--- src/timer_flags_pkg.sv ---
// shared offsets, bit positions, reset values and channel functions of the timer status block
package timer_flags_pkg;
  // ***************************************************************
  // register byte offsets
  // ***************************************************************
  localparam logic [7:0] STATUS_OFS       = 8'h08;
  localparam logic [7:0] MASK_OFS         = 8'h0C;
  localparam logic [7:0] FLAGS_OFS        = 8'h10;
  localparam logic [7:0] FLAG_SET_OFS     = 8'h14;
  localparam logic [7:0] FLAG_CLEAR_OFS   = 8'h18;
  localparam logic [7:0] LIMIT_OFS        = 8'h1C;
  localparam logic [7:0] LIMIT_BUF_OFS    = 8'h20;
  localparam logic [7:0] CH_BASE_OFS      = 8'h30;
  localparam logic [7:0] CH_STRIDE        = 8'h10;
  localparam logic [7:0] CH_CTRL_OFS      = 8'h00;
  localparam logic [7:0] CH_VALUE_OFS     = 8'h04;
  localparam logic [7:0] CH_BUFFER_OFS    = 8'h08;
  // ***************************************************************
  // field positions
  // ***************************************************************
  localparam int         ST_RUNNING       = 0;
  localparam int         ST_DIRECTION     = 1;
  localparam int         ST_LIMIT_FULL    = 2;
  localparam int         ST_CH_FULL_LSB   = 8;
  localparam int         FL_OVERFLOW      = 0;
  localparam int         FL_UNDERFLOW     = 1;
  localparam int         FL_EVENT_LSB     = 4;
  localparam int         FL_OVERRUN_LSB   = 8;
  localparam logic [31:0] FLAG_VALID      = 32'h0000_0773;
  // ***************************************************************
  // reset values
  // ***************************************************************
  localparam logic [31:0] MASK_RESET      = 32'h0000_0000;
  localparam logic [31:0] FLAGS_RESET     = 32'h0000_0000;
  localparam logic [15:0] LIMIT_RESET     = 16'hFFFF;
  localparam logic [15:0] LIMIT_BUF_RESET = 16'h0000;
  localparam logic [15:0] CH_VALUE_RESET  = 16'h0000;
  // ***************************************************************
  // channel function field
  // ***************************************************************
  typedef enum logic [1:0] {FN_OFF, FN_CAPTURE, FN_COMPARE, FN_PWM} channel_function_e;
endpackage

--- src/reg_access_if.sv ---
// register access strobes between the bus front end and the register file
`timescale 1ns/1ps
interface reg_access_if #(
  parameter int ADDR_W = 8
);
  logic              wr;
  logic              rd;
  logic [ADDR_W-1:0] addr;
  logic [31:0]       wdata;
  logic [31:0]       rdata;
  modport port (output wr, output rd, output addr, output wdata, input rdata);
  modport regs (input wr, input rd, input addr, input wdata, output rdata);
endinterface

--- src/ahb_reg_port.sv ---
// ahb-lite slave front end: zero-wait writes, one-wait reads
`timescale 1ns/1ps
module ahb_reg_port #(
  parameter int ADDR_W = 8
) (
  input  wire logic        hclk,
  input  wire logic        hresetn,
  input  wire logic        hsel,
  input  wire logic [31:0] haddr,
  input  wire logic [1:0]  htrans,
  input  wire logic        hwrite,
  input  wire logic [2:0]  hsize,
  input  wire logic        hready,
  input  wire logic [31:0] hwdata,
  output logic      [31:0] hrdata,
  output logic             hreadyout,
  output logic             hresp,
  reg_access_if.port       bus
);
  // ***************************************************************
  // address phase capture
  // ***************************************************************
  logic              accept;
  logic              wr_pend;
  logic              rd_pend;
  logic [ADDR_W-1:0] addr_q;

  if (ADDR_W < 7 || ADDR_W > 32) begin : g_bad_width
    $error("ahb_reg_port: ADDR_W must lie in 7..32");
  end

  // hsize is not decoded: every transfer is served as a whole word
  assign accept = hsel & hready & htrans[1];

  // one data phase pending at most
  always_ff @(posedge hclk or negedge hresetn) begin
    if (!hresetn) begin
      wr_pend <= 1'b0;
      rd_pend <= 1'b0;
      addr_q  <= '0;
    end else begin
      wr_pend <= accept & hwrite;
      rd_pend <= accept & ~hwrite;
      if (accept) begin
        addr_q <= haddr[ADDR_W-1:0];
      end
    end
  end

  // reads stall one cycle so a write just before is already visible
  always_ff @(posedge hclk or negedge hresetn) begin
    if (!hresetn) begin
      hreadyout <= 1'b1;
      hresp     <= 1'b0;
      hrdata    <= 32'h0000_0000;
    end else begin
      hreadyout <= ~(accept & ~hwrite);
      hresp     <= 1'b0;
      if (rd_pend) begin
        hrdata <= bus.rdata;
      end
    end
  end

  // write lands at the end of its data phase
  assign bus.wr    = wr_pend;
  assign bus.rd    = rd_pend;
  assign bus.addr  = addr_q;
  assign bus.wdata = hwdata;
endmodule // ahb_reg_port

--- src/capture_compare_slot.sv ---
// one channel: function field, live value, buffer and capture depth
`timescale 1ns/1ps
module capture_compare_slot (
  input  wire logic        hclk,
  input  wire logic        hresetn,
  input  wire logic        ctrl_wr,
  input  wire logic        value_wr,
  input  wire logic        buffer_wr,
  input  wire logic        value_rd,
  input  wire logic [15:0] wdata,
  input  wire logic        update_event,
  input  wire logic        capture_strobe,
  input  wire logic [15:0] capture_data,
  output timer_flags_pkg::channel_function_e function_q,
  output logic      [15:0] value,
  output logic      [15:0] buffer,
  output logic             buffer_full,
  output logic             overrun
);
  logic [1:0] depth;
  logic       is_cap;
  logic       is_cmp;

  assign is_cap = (function_q == timer_flags_pkg::FN_CAPTURE);
  assign is_cmp = (function_q == timer_flags_pkg::FN_COMPARE) || (function_q == timer_flags_pkg::FN_PWM);

  // function field
  always_ff @(posedge hclk or negedge hresetn) begin
    if (!hresetn) begin
      function_q <= timer_flags_pkg::FN_OFF;
    end else if (ctrl_wr) begin
      function_q <= timer_flags_pkg::channel_function_e'(wdata[1:0]);
    end
  end

  // buffer valid: off-write clears, new buffer write beats update
  always_ff @(posedge hclk or negedge hresetn) begin
    if (!hresetn) begin
      buffer_full <= 1'b0;
    end else if (ctrl_wr && wdata[1:0] == 2'(timer_flags_pkg::FN_OFF)) begin
      buffer_full <= 1'b0;
    end else if (buffer_wr && is_cmp) begin
      buffer_full <= 1'b1;
    end else if (update_event && buffer_full) begin
      buffer_full <= 1'b0;
    end
  end

  // capture pair or compare transfer; a capture beats a same-cycle read
  always_ff @(posedge hclk or negedge hresetn) begin
    if (!hresetn) begin
      value   <= timer_flags_pkg::CH_VALUE_RESET;
      buffer  <= timer_flags_pkg::CH_VALUE_RESET;
      depth   <= 2'h0;
      overrun <= 1'b0;
    end else begin
      overrun <= 1'b0;
      if (ctrl_wr) begin
        depth <= 2'h0;
      end else if (is_cap && capture_strobe) begin
        case (depth)
          2'h0: begin
            value <= capture_data;
            depth <= 2'h1;
          end
          2'h1: begin
            buffer <= capture_data;
            depth  <= 2'h2;
          end
          default: begin
            value   <= buffer;
            buffer  <= capture_data;
            overrun <= 1'b1;
          end
        endcase
      end else if (is_cap && value_rd && depth != 2'h0) begin
        value <= buffer;
        depth <= depth - 2'h1;
      end else if (!is_cap) begin
        if (value_wr) begin
          value <= wdata;
        end else if (update_event && buffer_full) begin
          value <= buffer;
        end
        if (buffer_wr) begin
          buffer <= wdata;
        end
      end
    end
  end
endmodule // capture_compare_slot

--- src/timer_status_and_interrupt_flags.sv ---
// timer status, limit buffering, channel slots, interrupt flags and request
//
// Added by the designer: register access over AHB-Lite.
`timescale 1ns/1ps
// Behaviour
// - limit buffer full bit; cleared by limit write
// - update copies buffered limit, drops full
// - channel buffer full cleared by off function
// - update moves channel buffer into live value
// - running status bit, resets to zero
// - mask bits 10..8 gate capture overrun
// - mask bits 6..4, 1, 0 gate events
// - overrun flag when capture displaces unread value
// - read-only flags set by hardware events
// - set port bits 10..8 set overrun flags
// - set port bits 6..4 set channel events
// - set port bits 0, 1 set overflow/underflow
// - clear port clears flags written one
module timer_status_and_interrupt_flags #(
  parameter int ADDR_W   = 8,
  parameter int CHANNELS = 3
) (
  input  wire logic        hclk,
  input  wire logic        hresetn,
  input  wire logic        hsel,
  input  wire logic [31:0] haddr,
  input  wire logic [1:0]  htrans,
  input  wire logic        hwrite,
  input  wire logic [2:0]  hsize,
  input  wire logic        hready,
  input  wire logic [31:0] hwdata,
  output logic      [31:0] hrdata,
  output logic             hreadyout,
  output logic             hresp,
  input  wire logic        update_event,
  input  wire logic        counter_running,
  input  wire logic        count_down,
  input  wire logic        overflow_event,
  input  wire logic        underflow_event,
  input  wire logic [2:0]  channel_event,
  input  wire logic [2:0]  capture_strobe,
  input  wire logic [15:0] capture_data,
  output logic      [15:0] limit_value,
  output logic      [47:0] compare_values,
  output logic             irq
);
  // ***************************************************************
  // bus front end
  // ***************************************************************
  reg_access_if #(.ADDR_W(ADDR_W)) acc ();

  if (CHANNELS != 3) begin : g_bad_channels
    $error("timer_status_and_interrupt_flags: flag layout serves exactly 3 channels");
  end

  ahb_reg_port #(.ADDR_W(ADDR_W)) u_port (
    .hclk      (hclk),
    .hresetn   (hresetn),
    .hsel      (hsel),
    .haddr     (haddr),
    .htrans    (htrans),
    .hwrite    (hwrite),
    .hsize     (hsize),
    .hready    (hready),
    .hwdata    (hwdata),
    .hrdata    (hrdata),
    .hreadyout (hreadyout),
    .hresp     (hresp),
    .bus       (acc.port)
  );

  // ***************************************************************
  // decode
  // ***************************************************************
  logic        wr_mask;
  logic        wr_set;
  logic        wr_clear;
  logic        wr_limit;
  logic        wr_limit_buf;
  logic [31:0] wmask;
  logic [31:0] mask;
  logic [31:0] flags;
  logic [31:0] hw_set;
  logic [31:0] sw_set;
  logic [31:0] sw_clear;
  logic [15:0] limit_buffer;
  logic        limit_buffer_full;
  logic        running;
  logic        direction;
  logic [2:0]  ch_full;
  logic [2:0]  ch_overrun;
  logic [2:0]  ch_ctrl_wr;
  logic [15:0] ch_buffer [CHANNELS];
  logic [31:0] ch_rdata  [CHANNELS];
  logic [31:0] reg_rdata;
  logic [31:0] status_word;

  // unused positions are forced to zero whatever software writes
  assign wmask        = acc.wdata & timer_flags_pkg::FLAG_VALID;
  assign wr_mask      = acc.wr && acc.addr == ADDR_W'(timer_flags_pkg::MASK_OFS);
  assign wr_set       = acc.wr && acc.addr == ADDR_W'(timer_flags_pkg::FLAG_SET_OFS);
  assign wr_clear     = acc.wr && acc.addr == ADDR_W'(timer_flags_pkg::FLAG_CLEAR_OFS);
  assign wr_limit     = acc.wr && acc.addr == ADDR_W'(timer_flags_pkg::LIMIT_OFS);
  assign wr_limit_buf = acc.wr && acc.addr == ADDR_W'(timer_flags_pkg::LIMIT_BUF_OFS);

  // ***************************************************************
  // channel slots
  // ***************************************************************
  for (genvar i = 0; i < CHANNELS; i++) begin : g_ch
    localparam logic [ADDR_W-1:0] BASE = ADDR_W'(timer_flags_pkg::CH_BASE_OFS) + ADDR_W'(i) *
                                         ADDR_W'(timer_flags_pkg::CH_STRIDE);
    logic sel_ctrl;
    logic sel_value;
    logic sel_buffer;
    timer_flags_pkg::channel_function_e fn;
    logic [15:0] value;

    assign sel_ctrl   = acc.addr == BASE + ADDR_W'(timer_flags_pkg::CH_CTRL_OFS);
    assign sel_value  = acc.addr == BASE + ADDR_W'(timer_flags_pkg::CH_VALUE_OFS);
    assign sel_buffer = acc.addr == BASE + ADDR_W'(timer_flags_pkg::CH_BUFFER_OFS);
    assign ch_ctrl_wr[i] = acc.wr && sel_ctrl;

    capture_compare_slot u_slot (
      .hclk           (hclk),
      .hresetn        (hresetn),
      .ctrl_wr        (acc.wr && sel_ctrl),
      .value_wr       (acc.wr && sel_value),
      .buffer_wr      (acc.wr && sel_buffer),
      .value_rd       (acc.rd && sel_value),
      .wdata          (acc.wdata[15:0]),
      .update_event   (update_event),
      .capture_strobe (capture_strobe[i]),
      .capture_data   (capture_data),
      .function_q     (fn),
      .value          (value),
      .buffer         (ch_buffer[i]),
      .buffer_full    (ch_full[i]),
      .overrun        (ch_overrun[i])
    );

    assign compare_values[16*i +: 16] = value;
    assign ch_rdata[i] = sel_ctrl   ? {30'h0000_0000, 2'(fn)} :
                         sel_value  ? {16'h0000, value} :
                         sel_buffer ? {16'h0000, ch_buffer[i]} : 32'h0000_0000;
  end

  // ***************************************************************
  // limit and its buffer
  // ***************************************************************
  // a direct limit write discards any pending buffered value
  always_ff @(posedge hclk or negedge hresetn) begin
    if (!hresetn) begin
      limit_value       <= timer_flags_pkg::LIMIT_RESET;
      limit_buffer      <= timer_flags_pkg::LIMIT_BUF_RESET;
      limit_buffer_full <= 1'b0;
    end else begin
      if (wr_limit_buf) begin
        limit_buffer <= acc.wdata[15:0];
      end
      if (wr_limit) begin
        limit_value       <= acc.wdata[15:0];
        limit_buffer_full <= 1'b0;
      end else if (wr_limit_buf) begin
        limit_buffer_full <= 1'b1;
      end else if (update_event && limit_buffer_full) begin
        limit_value       <= limit_buffer;
        limit_buffer_full <= 1'b0;
      end
    end
  end

  // counter state sampled from same-clock core logic
  always_ff @(posedge hclk or negedge hresetn) begin
    if (!hresetn) begin
      running   <= 1'b0;
      direction <= 1'b0;
    end else begin
      running   <= counter_running;
      direction <= count_down;
    end
  end

  // ***************************************************************
  // interrupt mask, flags and request
  // ***************************************************************
  always_ff @(posedge hclk or negedge hresetn) begin
    if (!hresetn) begin
      mask <= timer_flags_pkg::MASK_RESET;
    end else if (wr_mask) begin
      mask <= wmask;
    end
  end

  assign hw_set = ({29'h0000_0000, ch_overrun} << timer_flags_pkg::FL_OVERRUN_LSB) |
                  ({29'h0000_0000, channel_event} << timer_flags_pkg::FL_EVENT_LSB) |
                  ({31'h0000_0000, underflow_event} << timer_flags_pkg::FL_UNDERFLOW) |
                  ({31'h0000_0000, overflow_event} << timer_flags_pkg::FL_OVERFLOW);
  assign sw_set   = wr_set ? wmask : 32'h0000_0000;
  assign sw_clear = wr_clear ? wmask : 32'h0000_0000;

  // sets applied after the clear so a same-cycle event survives
  always_ff @(posedge hclk or negedge hresetn) begin
    if (!hresetn) begin
      flags <= timer_flags_pkg::FLAGS_RESET;
    end else begin
      flags <= (flags & ~sw_clear) | hw_set | sw_set;
    end
  end

  // registered: irq follows the flags by one cycle
  always_ff @(posedge hclk or negedge hresetn) begin
    if (!hresetn) begin
      irq <= 1'b0;
    end else begin
      irq <= |(flags & mask);
    end
  end

  // ***************************************************************
  // read mux
  // ***************************************************************
  assign status_word = {21'h00_0000, ch_full, 5'h00, limit_buffer_full, direction, running};

  always_comb begin
    reg_rdata = 32'h0000_0000;
    for (int i = 0; i < CHANNELS; i++) begin
      reg_rdata = reg_rdata | ch_rdata[i];
    end
    case (acc.addr)
      ADDR_W'(timer_flags_pkg::STATUS_OFS):    reg_rdata = status_word;
      ADDR_W'(timer_flags_pkg::MASK_OFS):      reg_rdata = mask;
      ADDR_W'(timer_flags_pkg::FLAGS_OFS):     reg_rdata = flags;
      ADDR_W'(timer_flags_pkg::LIMIT_OFS):     reg_rdata = {16'h0000, limit_value};
      ADDR_W'(timer_flags_pkg::LIMIT_BUF_OFS): reg_rdata = {16'h0000, limit_buffer};
      default:                                 reg_rdata = reg_rdata;
    endcase
  end
  assign acc.rdata = reg_rdata;

  // ***************************************************************
  // assertions
  // ***************************************************************
  property p_limit_clear;
    @(posedge hclk) disable iff (!hresetn) wr_limit |=> !limit_buffer_full;
  endproperty
  a_limit_clear: assert property (p_limit_clear) else $error("limit write left buffer full");

  property p_limit_copy;
    @(posedge hclk) disable iff (!hresetn)
      update_event && limit_buffer_full && !wr_limit && !wr_limit_buf
      |=> limit_value == $past(limit_buffer) && !limit_buffer_full;
  endproperty
  a_limit_copy: assert property (p_limit_copy) else $error("update did not move limit buffer");

  property p_off_clears;
    @(posedge hclk) disable iff (!hresetn)
      ch_ctrl_wr[0] && acc.wdata[1:0] == 2'h0 |=> !ch_full[0] ##1 status_word[timer_flags_pkg::ST_CH_FULL_LSB] == 1'b0;
  endproperty
  a_off_clears: assert property (p_off_clears) else $error("off function kept buffer full");

  property p_cmp_copy;
    @(posedge hclk) disable iff (!hresetn)
      update_event && ch_full[0] && !acc.wr |=> compare_values[15:0] == $past(ch_buffer[0]) && !ch_full[0];
  endproperty
  a_cmp_copy: assert property (p_cmp_copy) else $error("update did not move channel buffer");

  property p_running;
    @(posedge hclk) disable iff (!hresetn)
      counter_running ##1 counter_running |-> status_word[timer_flags_pkg::ST_RUNNING];
  endproperty
  a_running: assert property (p_running) else $error("running status wrong");

  property p_irq;
    @(posedge hclk) disable iff (!hresetn) ##1 irq == $past(|(flags & mask));
  endproperty
  a_irq: assert property (p_irq) else $error("irq does not follow enabled flags");

  property p_overrun;
    @(posedge hclk) disable iff (!hresetn)
      ch_overrun[1] |=> flags[timer_flags_pkg::FL_OVERRUN_LSB + 1] ##1 flags[timer_flags_pkg::FL_OVERRUN_LSB + 1] || $past(wr_clear);
  endproperty
  a_overrun: assert property (p_overrun) else $error("overrun flag not set");

  property p_hw_set;
    @(posedge hclk) disable iff (!hresetn)
      overflow_event || channel_event[2] |=> flags[timer_flags_pkg::FL_OVERFLOW] || flags[timer_flags_pkg::FL_EVENT_LSB + 2];
  endproperty
  a_hw_set: assert property (p_hw_set) else $error("hardware event lost");

  property p_sw_set;
    @(posedge hclk) disable iff (!hresetn) wr_set |=> (flags & $past(wmask)) == $past(wmask);
  endproperty
  a_sw_set: assert property (p_sw_set) else $error("set port did not set flags");

  property p_clear;
    @(posedge hclk) disable iff (!hresetn) wr_clear && hw_set == 32'h0 |=> (flags & $past(wmask)) == 32'h0;
  endproperty
  a_clear: assert property (p_clear) else $error("clear port did not clear");

  property p_zero_set;
    @(posedge hclk) disable iff (!hresetn) wr_set && wmask == 32'h0 && hw_set == 32'h0 |=> flags == $past(flags);
  endproperty
  a_zero_set: assert property (p_zero_set) else $error("zero set write changed flags");

  c_irq: cover property (@(posedge hclk) disable iff (!hresetn) !irq ##1 irq);
  c_limit_copy: cover property (@(posedge hclk) disable iff (!hresetn) update_event && limit_buffer_full);
  c_overrun: cover property (@(posedge hclk) disable iff (!hresetn) |ch_overrun);
  c_set_wins: cover property (@(posedge hclk) disable iff (!hresetn) overflow_event && wr_clear && acc.wdata[0]);
endmodule // timer_status_and_interrupt_flags

--- config.mk ---
export PLATFORM = sky130hd
export DESIGN_NAME = timer_status_and_interrupt_flags
export DESIGN_NICKNAME = d
export VERILOG_FILES = /design/src/timer_flags_pkg.sv /design/src/reg_access_if.sv /design/src/ahb_reg_port.sv /design/src/capture_compare_slot.sv /design/src/timer_status_and_interrupt_flags.sv
export SDC_FILE = /design/constraint.sdc
export NUM_CORES = 1
export LEC_CHECK = 0
export BUFFER_PORTS_ARGS = -buffer_cell sky130_fd_sc_hd__buf_2
export CAP_MARGIN = 20
export CORE_MARGIN = 3
export CORE_UTILIZATION = 49
export CTS_BUF_LIST = sky130_fd_sc_hd__clkbuf_8
export DETAILED_ROUTE_END_ITERATION = 8
export PLACE_DENSITY = 0.73
export SLEW_MARGIN = 20
export SYNTH_ARGS = -nofsm -noshare
export SYNTH_HDL_FRONTEND = slang
export SYNTH_HIERARCHICAL = 1
export SYNTH_SLANG_ARGS = --single-unit
--- constraint.sdc ---
create_clock -name hclk -period 3.3 [get_ports hclk]
set_clock_uncertainty 0.1 [all_clocks]
set_input_delay 0.33 -clock hclk [delete_from_list [all_inputs] [get_ports hclk]]
set_output_delay 0.33 -clock hclk [all_outputs]
set_load 0.02 [all_outputs]
[Yosys cells after proc, flatten, opt, wreduce, memory -nomap -nowiden]
Index checks and enable logic that the tools add are counted.
Cells by class
  $add $sub $neg: 3
  equality and inequality tests: 47
  muxes and demuxes: 81
  bitwise gates (word level): 19
  reduce and logical (&&, ||, !) cells: 74
Operators with widths (count)
  $mux W16: 42
  $pmux W32 S5: 1
  $pmux W16 S2: 3
  $or A32 B11 Y32: 2
  $eq A8 B7 Y1 const B: 6
  $logic_and A1 B1 Y1: 36
  $and A32 B11 Y32: 1
  $and A32 B32 Y32: 1
  $eq A8 B5 Y1 const B: 4
  $eq A8 B6 Y1 const B: 4
  $not A11 Y32: 1
  $or A16 B16 Y16: 2
  $reduce_or A32 Y1: 1
  $mux W11: 2
  $mux W1: 21
  $reduce_bool A3 Y1: 7
  $ne A2 B2 Y1 const B: 10
  $mux W2: 9
  $eq A8 B4 Y1 const B: 2
  $reduce_and A5 Y1: 3
  $reduce_bool A2 Y1: 7
  $eq A2 B1 Y1 const B: 6
  $eq A2 B2 Y1 const B: 6
  $ne A4 B3 Y1 const B: 3
  15 further kinds: 44
Storage, ports and cells
  register bits: 233
  word-level logic and storage cells: 255

[Depth between registers and ports, before layout]
  word-level depth: 7
  depth in mapped cells: 11
  gate-level depth less buffers: 7

[Modules after synthesis]
The synthesis kept the hierarchy.
Modules (own cells, without submodules)
  capture_compare_slot (g_ch[1].u_slot ...): times used 2, cells each 238, area each 2331.0 sq um
  timer_status_and_interrupt_flags: times used 1, cells each 346, area each 3674.8 sq um
  capture_compare_slot (g_ch[0].u_slot): times used 1, cells each 236, area each 2321.0 sq um
  ahb_reg_port: times used 1, cells each 127, area each 2028.2 sq um

[Worst setup path before layout]
No wires, ideal clock.
  path kind: register to register
  start: register u_port.addr_q[3] (netlist: u_port/bus.addr[3])
  end: register g_ch[1].u_slot.value[1]
  library setup time: 0.122 ns
  arrival: 2.866 ns
  slack: 0.213 ns
  cell stages (with the launch flop): 11
  clock period less this slack: 3.087 ns
  path through: dfrtp_1 > buf_2 > nor4b_1 > buf_2 > clkbuf_1 > and3_1 > nand4bb_4 > clkbuf_1 > and3_1 > a211o_1 > a32o_1
On the way
  word-level cells in the longest chain between the ends: 6
  elaborated cells between the ends (all ways): 15
  classes of those cells: eq/ne (3); mux (4); bitwise (1); reduce/logical (7)
RTL lines
  start, declared: RTL line ahb_reg_port.sv:26  | logic [ADDR_W-1:0] addr_q;
  start signal, assigned: RTL line ahb_reg_port.sv:45  | addr_q <= haddr[ADDR_W-1:0];
  $eq A8 B7 Y1: RTL line timer_status_and_interrupt_flags.sv:119  | assign sel_value = acc.addr == BASE + ADDR_W'(timer_flags_pkg::CH_VALUE_OFS);
  $logic_and A1 B1 Y1, on equally long branches: RTL line timer_status_and_interrupt_flags.sv:129, timer_status_and_interrupt_flags.sv:127
  $logic_and A1 B1 Y1 / $mux W16 (equally long branches): RTL line capture_compare_slot.sv:76, capture_compare_slot.sv:80
  $logic_and A1 B1 Y1 / $mux W16 (equally long branches): RTL line capture_compare_slot.sv:76, capture_compare_slot.sv:79
  $ne A3 B3 Y1 (no line), or another cell as far along
  $reduce_and A4 Y1 (no line) / $mux W16 (equally long branches)
  end signal, assigned: RTL line capture_compare_slot.sv:77  | value <= buffer;
  end signal, assigned: RTL line capture_compare_slot.sv:81  | value <= wdata;
  end signal, assigned: RTL line capture_compare_slot.sv:83  | value <= buffer;
  end, declared: RTL line capture_compare_slot.sv:15  | output logic [15:0] value,
Parallel ways exist; a longest one is shown, timed or not. The select of a mux whose other input is x is not followed.
A chain may end at the register's enable or synchronous reset.

[Final worst setup path]
  start: register u_port.addr_q[7] (netlist: u_port/bus.addr[7])
  end: register u_port.hrdata[7]
On the way
  word-level cells in the longest chain between the ends: 7
  elaborated cells between the ends (all ways): 26
  classes of those cells: eq/ne (14); mux (10); bitwise (2)
RTL lines
  $eq A8 B6 Y1 / $eq A8 B7 Y1 (equally long branches): RTL line timer_status_and_interrupt_flags.sv:120  | assign sel_buffer = acc.addr == BASE + ADDR_W'(timer_flags_pkg::CH_BUFFER_OFS);
  $mux W16: RTL line timer_status_and_interrupt_flags.sv:144  | sel_buffer ? {16'h0000, ch_buffer[i]} : 32'h0000_0000;
  $mux W16: RTL line timer_status_and_interrupt_flags.sv:143  | sel_value ? {16'h0000, value} :
  $mux W16: RTL line timer_status_and_interrupt_flags.sv:142  | assign ch_rdata[i] = sel_ctrl ? {30'h0000_0000, 2'(fn)} :
  $or A16 B16 Y16 (2 in series): RTL line timer_status_and_interrupt_flags.sv:227  | reg_rdata = reg_rdata | ch_rdata[i];
  $pmux W32 S5 (*): RTL line timer_status_and_interrupt_flags.sv:229  | case (acc.addr)
  via acc.rdata[7]: RTL line reg_access_if.sv:10  | logic [31:0] rdata;
  end signal, assigned: RTL line ahb_reg_port.sv:60  | hrdata <= bus.rdata;
  end, declared: RTL line ahb_reg_port.sv:15  | output logic [31:0] hrdata,
Mark *: on every way through the listed nets, which the timed path passes. The rest lies on a longest branch.

==> results.md <==
- Clock sinks: about 210
- Tot GR Track Use: 0.2881
- Worst-Skew Late Latency: ~0.54 ns
- Worst Path Required: approximately 3.6 ns
- Startpoint types: flip-flop
- Final setup viols: 0
- Maximum Capacitance Violations: 0
- Placed inst area: approximately 0.014 mm^2
- Relative slew slack: 0.3264
- Core Footprint: roughly 0.025 mm^2
- Slowest CP cell: a222oi_1
- First-pass GRT wire length: between 60000 and 70000 um
- Core Rows: 57
- Io pins: 200
- Critical path, cell by cell: nor4b_2 -> and2_1 -> a222oi_1 -> o21ai_0 -> mux2_2 -> mux2_4
- Setup TNS: 0 ns
- Fillers: roughly 2200
- Die area: 0.02760 mm^2
- Worst slew pin tran: 1.007 ns
- Root Buffer: clkbuf_8
- YS warnings: 6
- Largest net degree at the start of global routing: 102
- Maximum clock insertion buffer count: 3
- Flop-to-flop setup slack: ~0.18 ns
- CP Data Arrival Time: ~3.4 ns
- Grt total ovfl: 0
- Post-detailed-route count of antenna-violating nets: 0
- Reg clk slew, reported paths: ~0.06 ns
- Vias in the first global route: between 10000 and 15000
- Max frequency: 320.0 MHz
- Via count: ~11000
- PostCTS Resize Cnt: 0
- GPL Wtd Cong: between 0.9 and 1
- VDD IR-drop max: about 0.37 mV
- Share of layout cells above drive strength 1: 0.3132
- TritonCTS clock tree: done
- Post-DR vias/cell: between 6 and 7
- H-tree levels: 2
- Initial core utilization: 0.5078
- Fin crit share: 0.9469
- Start of the worst register-to-register path: u_port/bus.addr[7]
- Hold path startpoint: hready
- Routed WL per cell: 24.59 um
- Finished Cell Area: roughly 0.014 mm^2
- Setup Buffers After CTS: 0
- Fin cells: 1686
- Detailed Route WL: a little over 40000 um
- Die width: around 170 um
- Status: completed
- Number of buffers added to fix hold violations after cts: 17
- DP HPWL: around 28000 um
- DRT Pass-1 Iters: 7
- Max-slew violations: 0
- Number of CTS-inserted buffers: 37
- Most frequent cells in the layout: 191 x dfrtp_1, 164 x nand2_1, 153 x buf_2
- Fin. Hold Viols: 0
- Critical path buffers and inverters: 0
- Synth Area per Inst: 10.75 um^2
- Delay-heaviest family, CP: compound AO/OA/AOI/OAI gates
- Leak: between 0.007 and 0.008 uW
- Most common cell after layout, fill and taps aside: dfrtp_1
- CP Capture Type: flip-flop
- Synth Cell Area: 0.01257 mm^2
- Port bufs: approximately 150
- Cells after DPL: 1601
- Starting DRC count in detailed routing: between 1000 and 1500
- Tightest Hold Check Type: in -> reg
- Post-route minimum period: around 3.1 ns
- Critical path type: reg -> reg
- Final #Nets: ~1400
- Worst Path Max Fanout: 13
- # DRC: 0
- RSZ-0062 raised after global routing: no
- Critical Path Start: u_port/bus.addr[7]
- CP peak stage delay: approximately 0.7 ns
- Height of the chip: roughly 170 um
- Post-Synthesis Cells: between 1000 and 1500
- Power Density: approximately 560 mW/mm^2
- Initial antenna violation count: 4
- P&R area growth vs syn: 15.00%
[report_power, final]
part           internal [uW]  switching (uW)
sequential              3040             410
combinational            996            1330
clock                   1200            1130
total                   5230            2860
[metrics by stage]
step	setup slack, ns	total power (uW)	hold slack, ns	utilization
3_3_place_gp	0.4133	5705	0.3372	0.5484
2_1_floorplan	0.2126	4927	-0.06559	-
4_1_cts	0.3447	8104	0.1044	0.5837
5_1_grt	0.1502	8442	0.1186	0.5837
6_report	0.1751	8098	0.1248	0.5839
3_5_place_dp	0.3865	5764	0.3437	0.5484
[path summary, 6_finish.rpt]
kind / to / depth (start not counted)
max: u_port/hrdata[7] / 6
max reg2reg: u_port/hrdata[7] / 6
min in group asynchronous: g_ch[2].u_slot/overrun / 2
min reg2reg: flags[9] / 1
max in group asynchronous: limit_value[12] / 3
min: u_port/bus.rd / 3
[layout make-up]
cell class,count,area (um^2),share of cell area
clock inverters,23,112.6,0.007793
clock buffers,43,591.8,0.04096
diodes,2,5.005,0.0003464
repair buffers,212,1296,0.08970
inverters,18,67.56,0.004676
well taps,324,405.4,0.02805
multi-input cells,855,6719,0.4650
flip-flops and latches,209,5253,0.3635
[worst reg2reg max path, stage by stage (launching register included)]
cell	delay, ns
dfrtp_1	0.63
nor4b_2	0.18
and2_1	0.36
a222oi_1	0.68
o21ai_0	0.40
mux2_2	0.38
mux2_4	0.26
[sequential cells by signal, indices dropped and copies added (netlist names), 3 cells and up]
name                     flops
limit_buffer                16
mask                         8
limit_value                 16
g_ch.u_slot/depth            6
g_ch.u_slot/buffer_full      3
u_port/hrdata               32
g_ch.u_slot/function_q       6
g_ch.u_slot/buffer          48
flags                        8
u_port/bus.addr              8
g_ch.u_slot/overrun          3
g_ch.u_slot/value           48
[metal layers]
layer / part of all wire / global-route usage
met1: 0.39 / 0.3922
met2: 0.45 / 0.4450
met3: 0.11 / 0.06260
met4: 0.050 / 0.1273
met5: 0.00031 / 0
(Power assumes the default switching activity.)
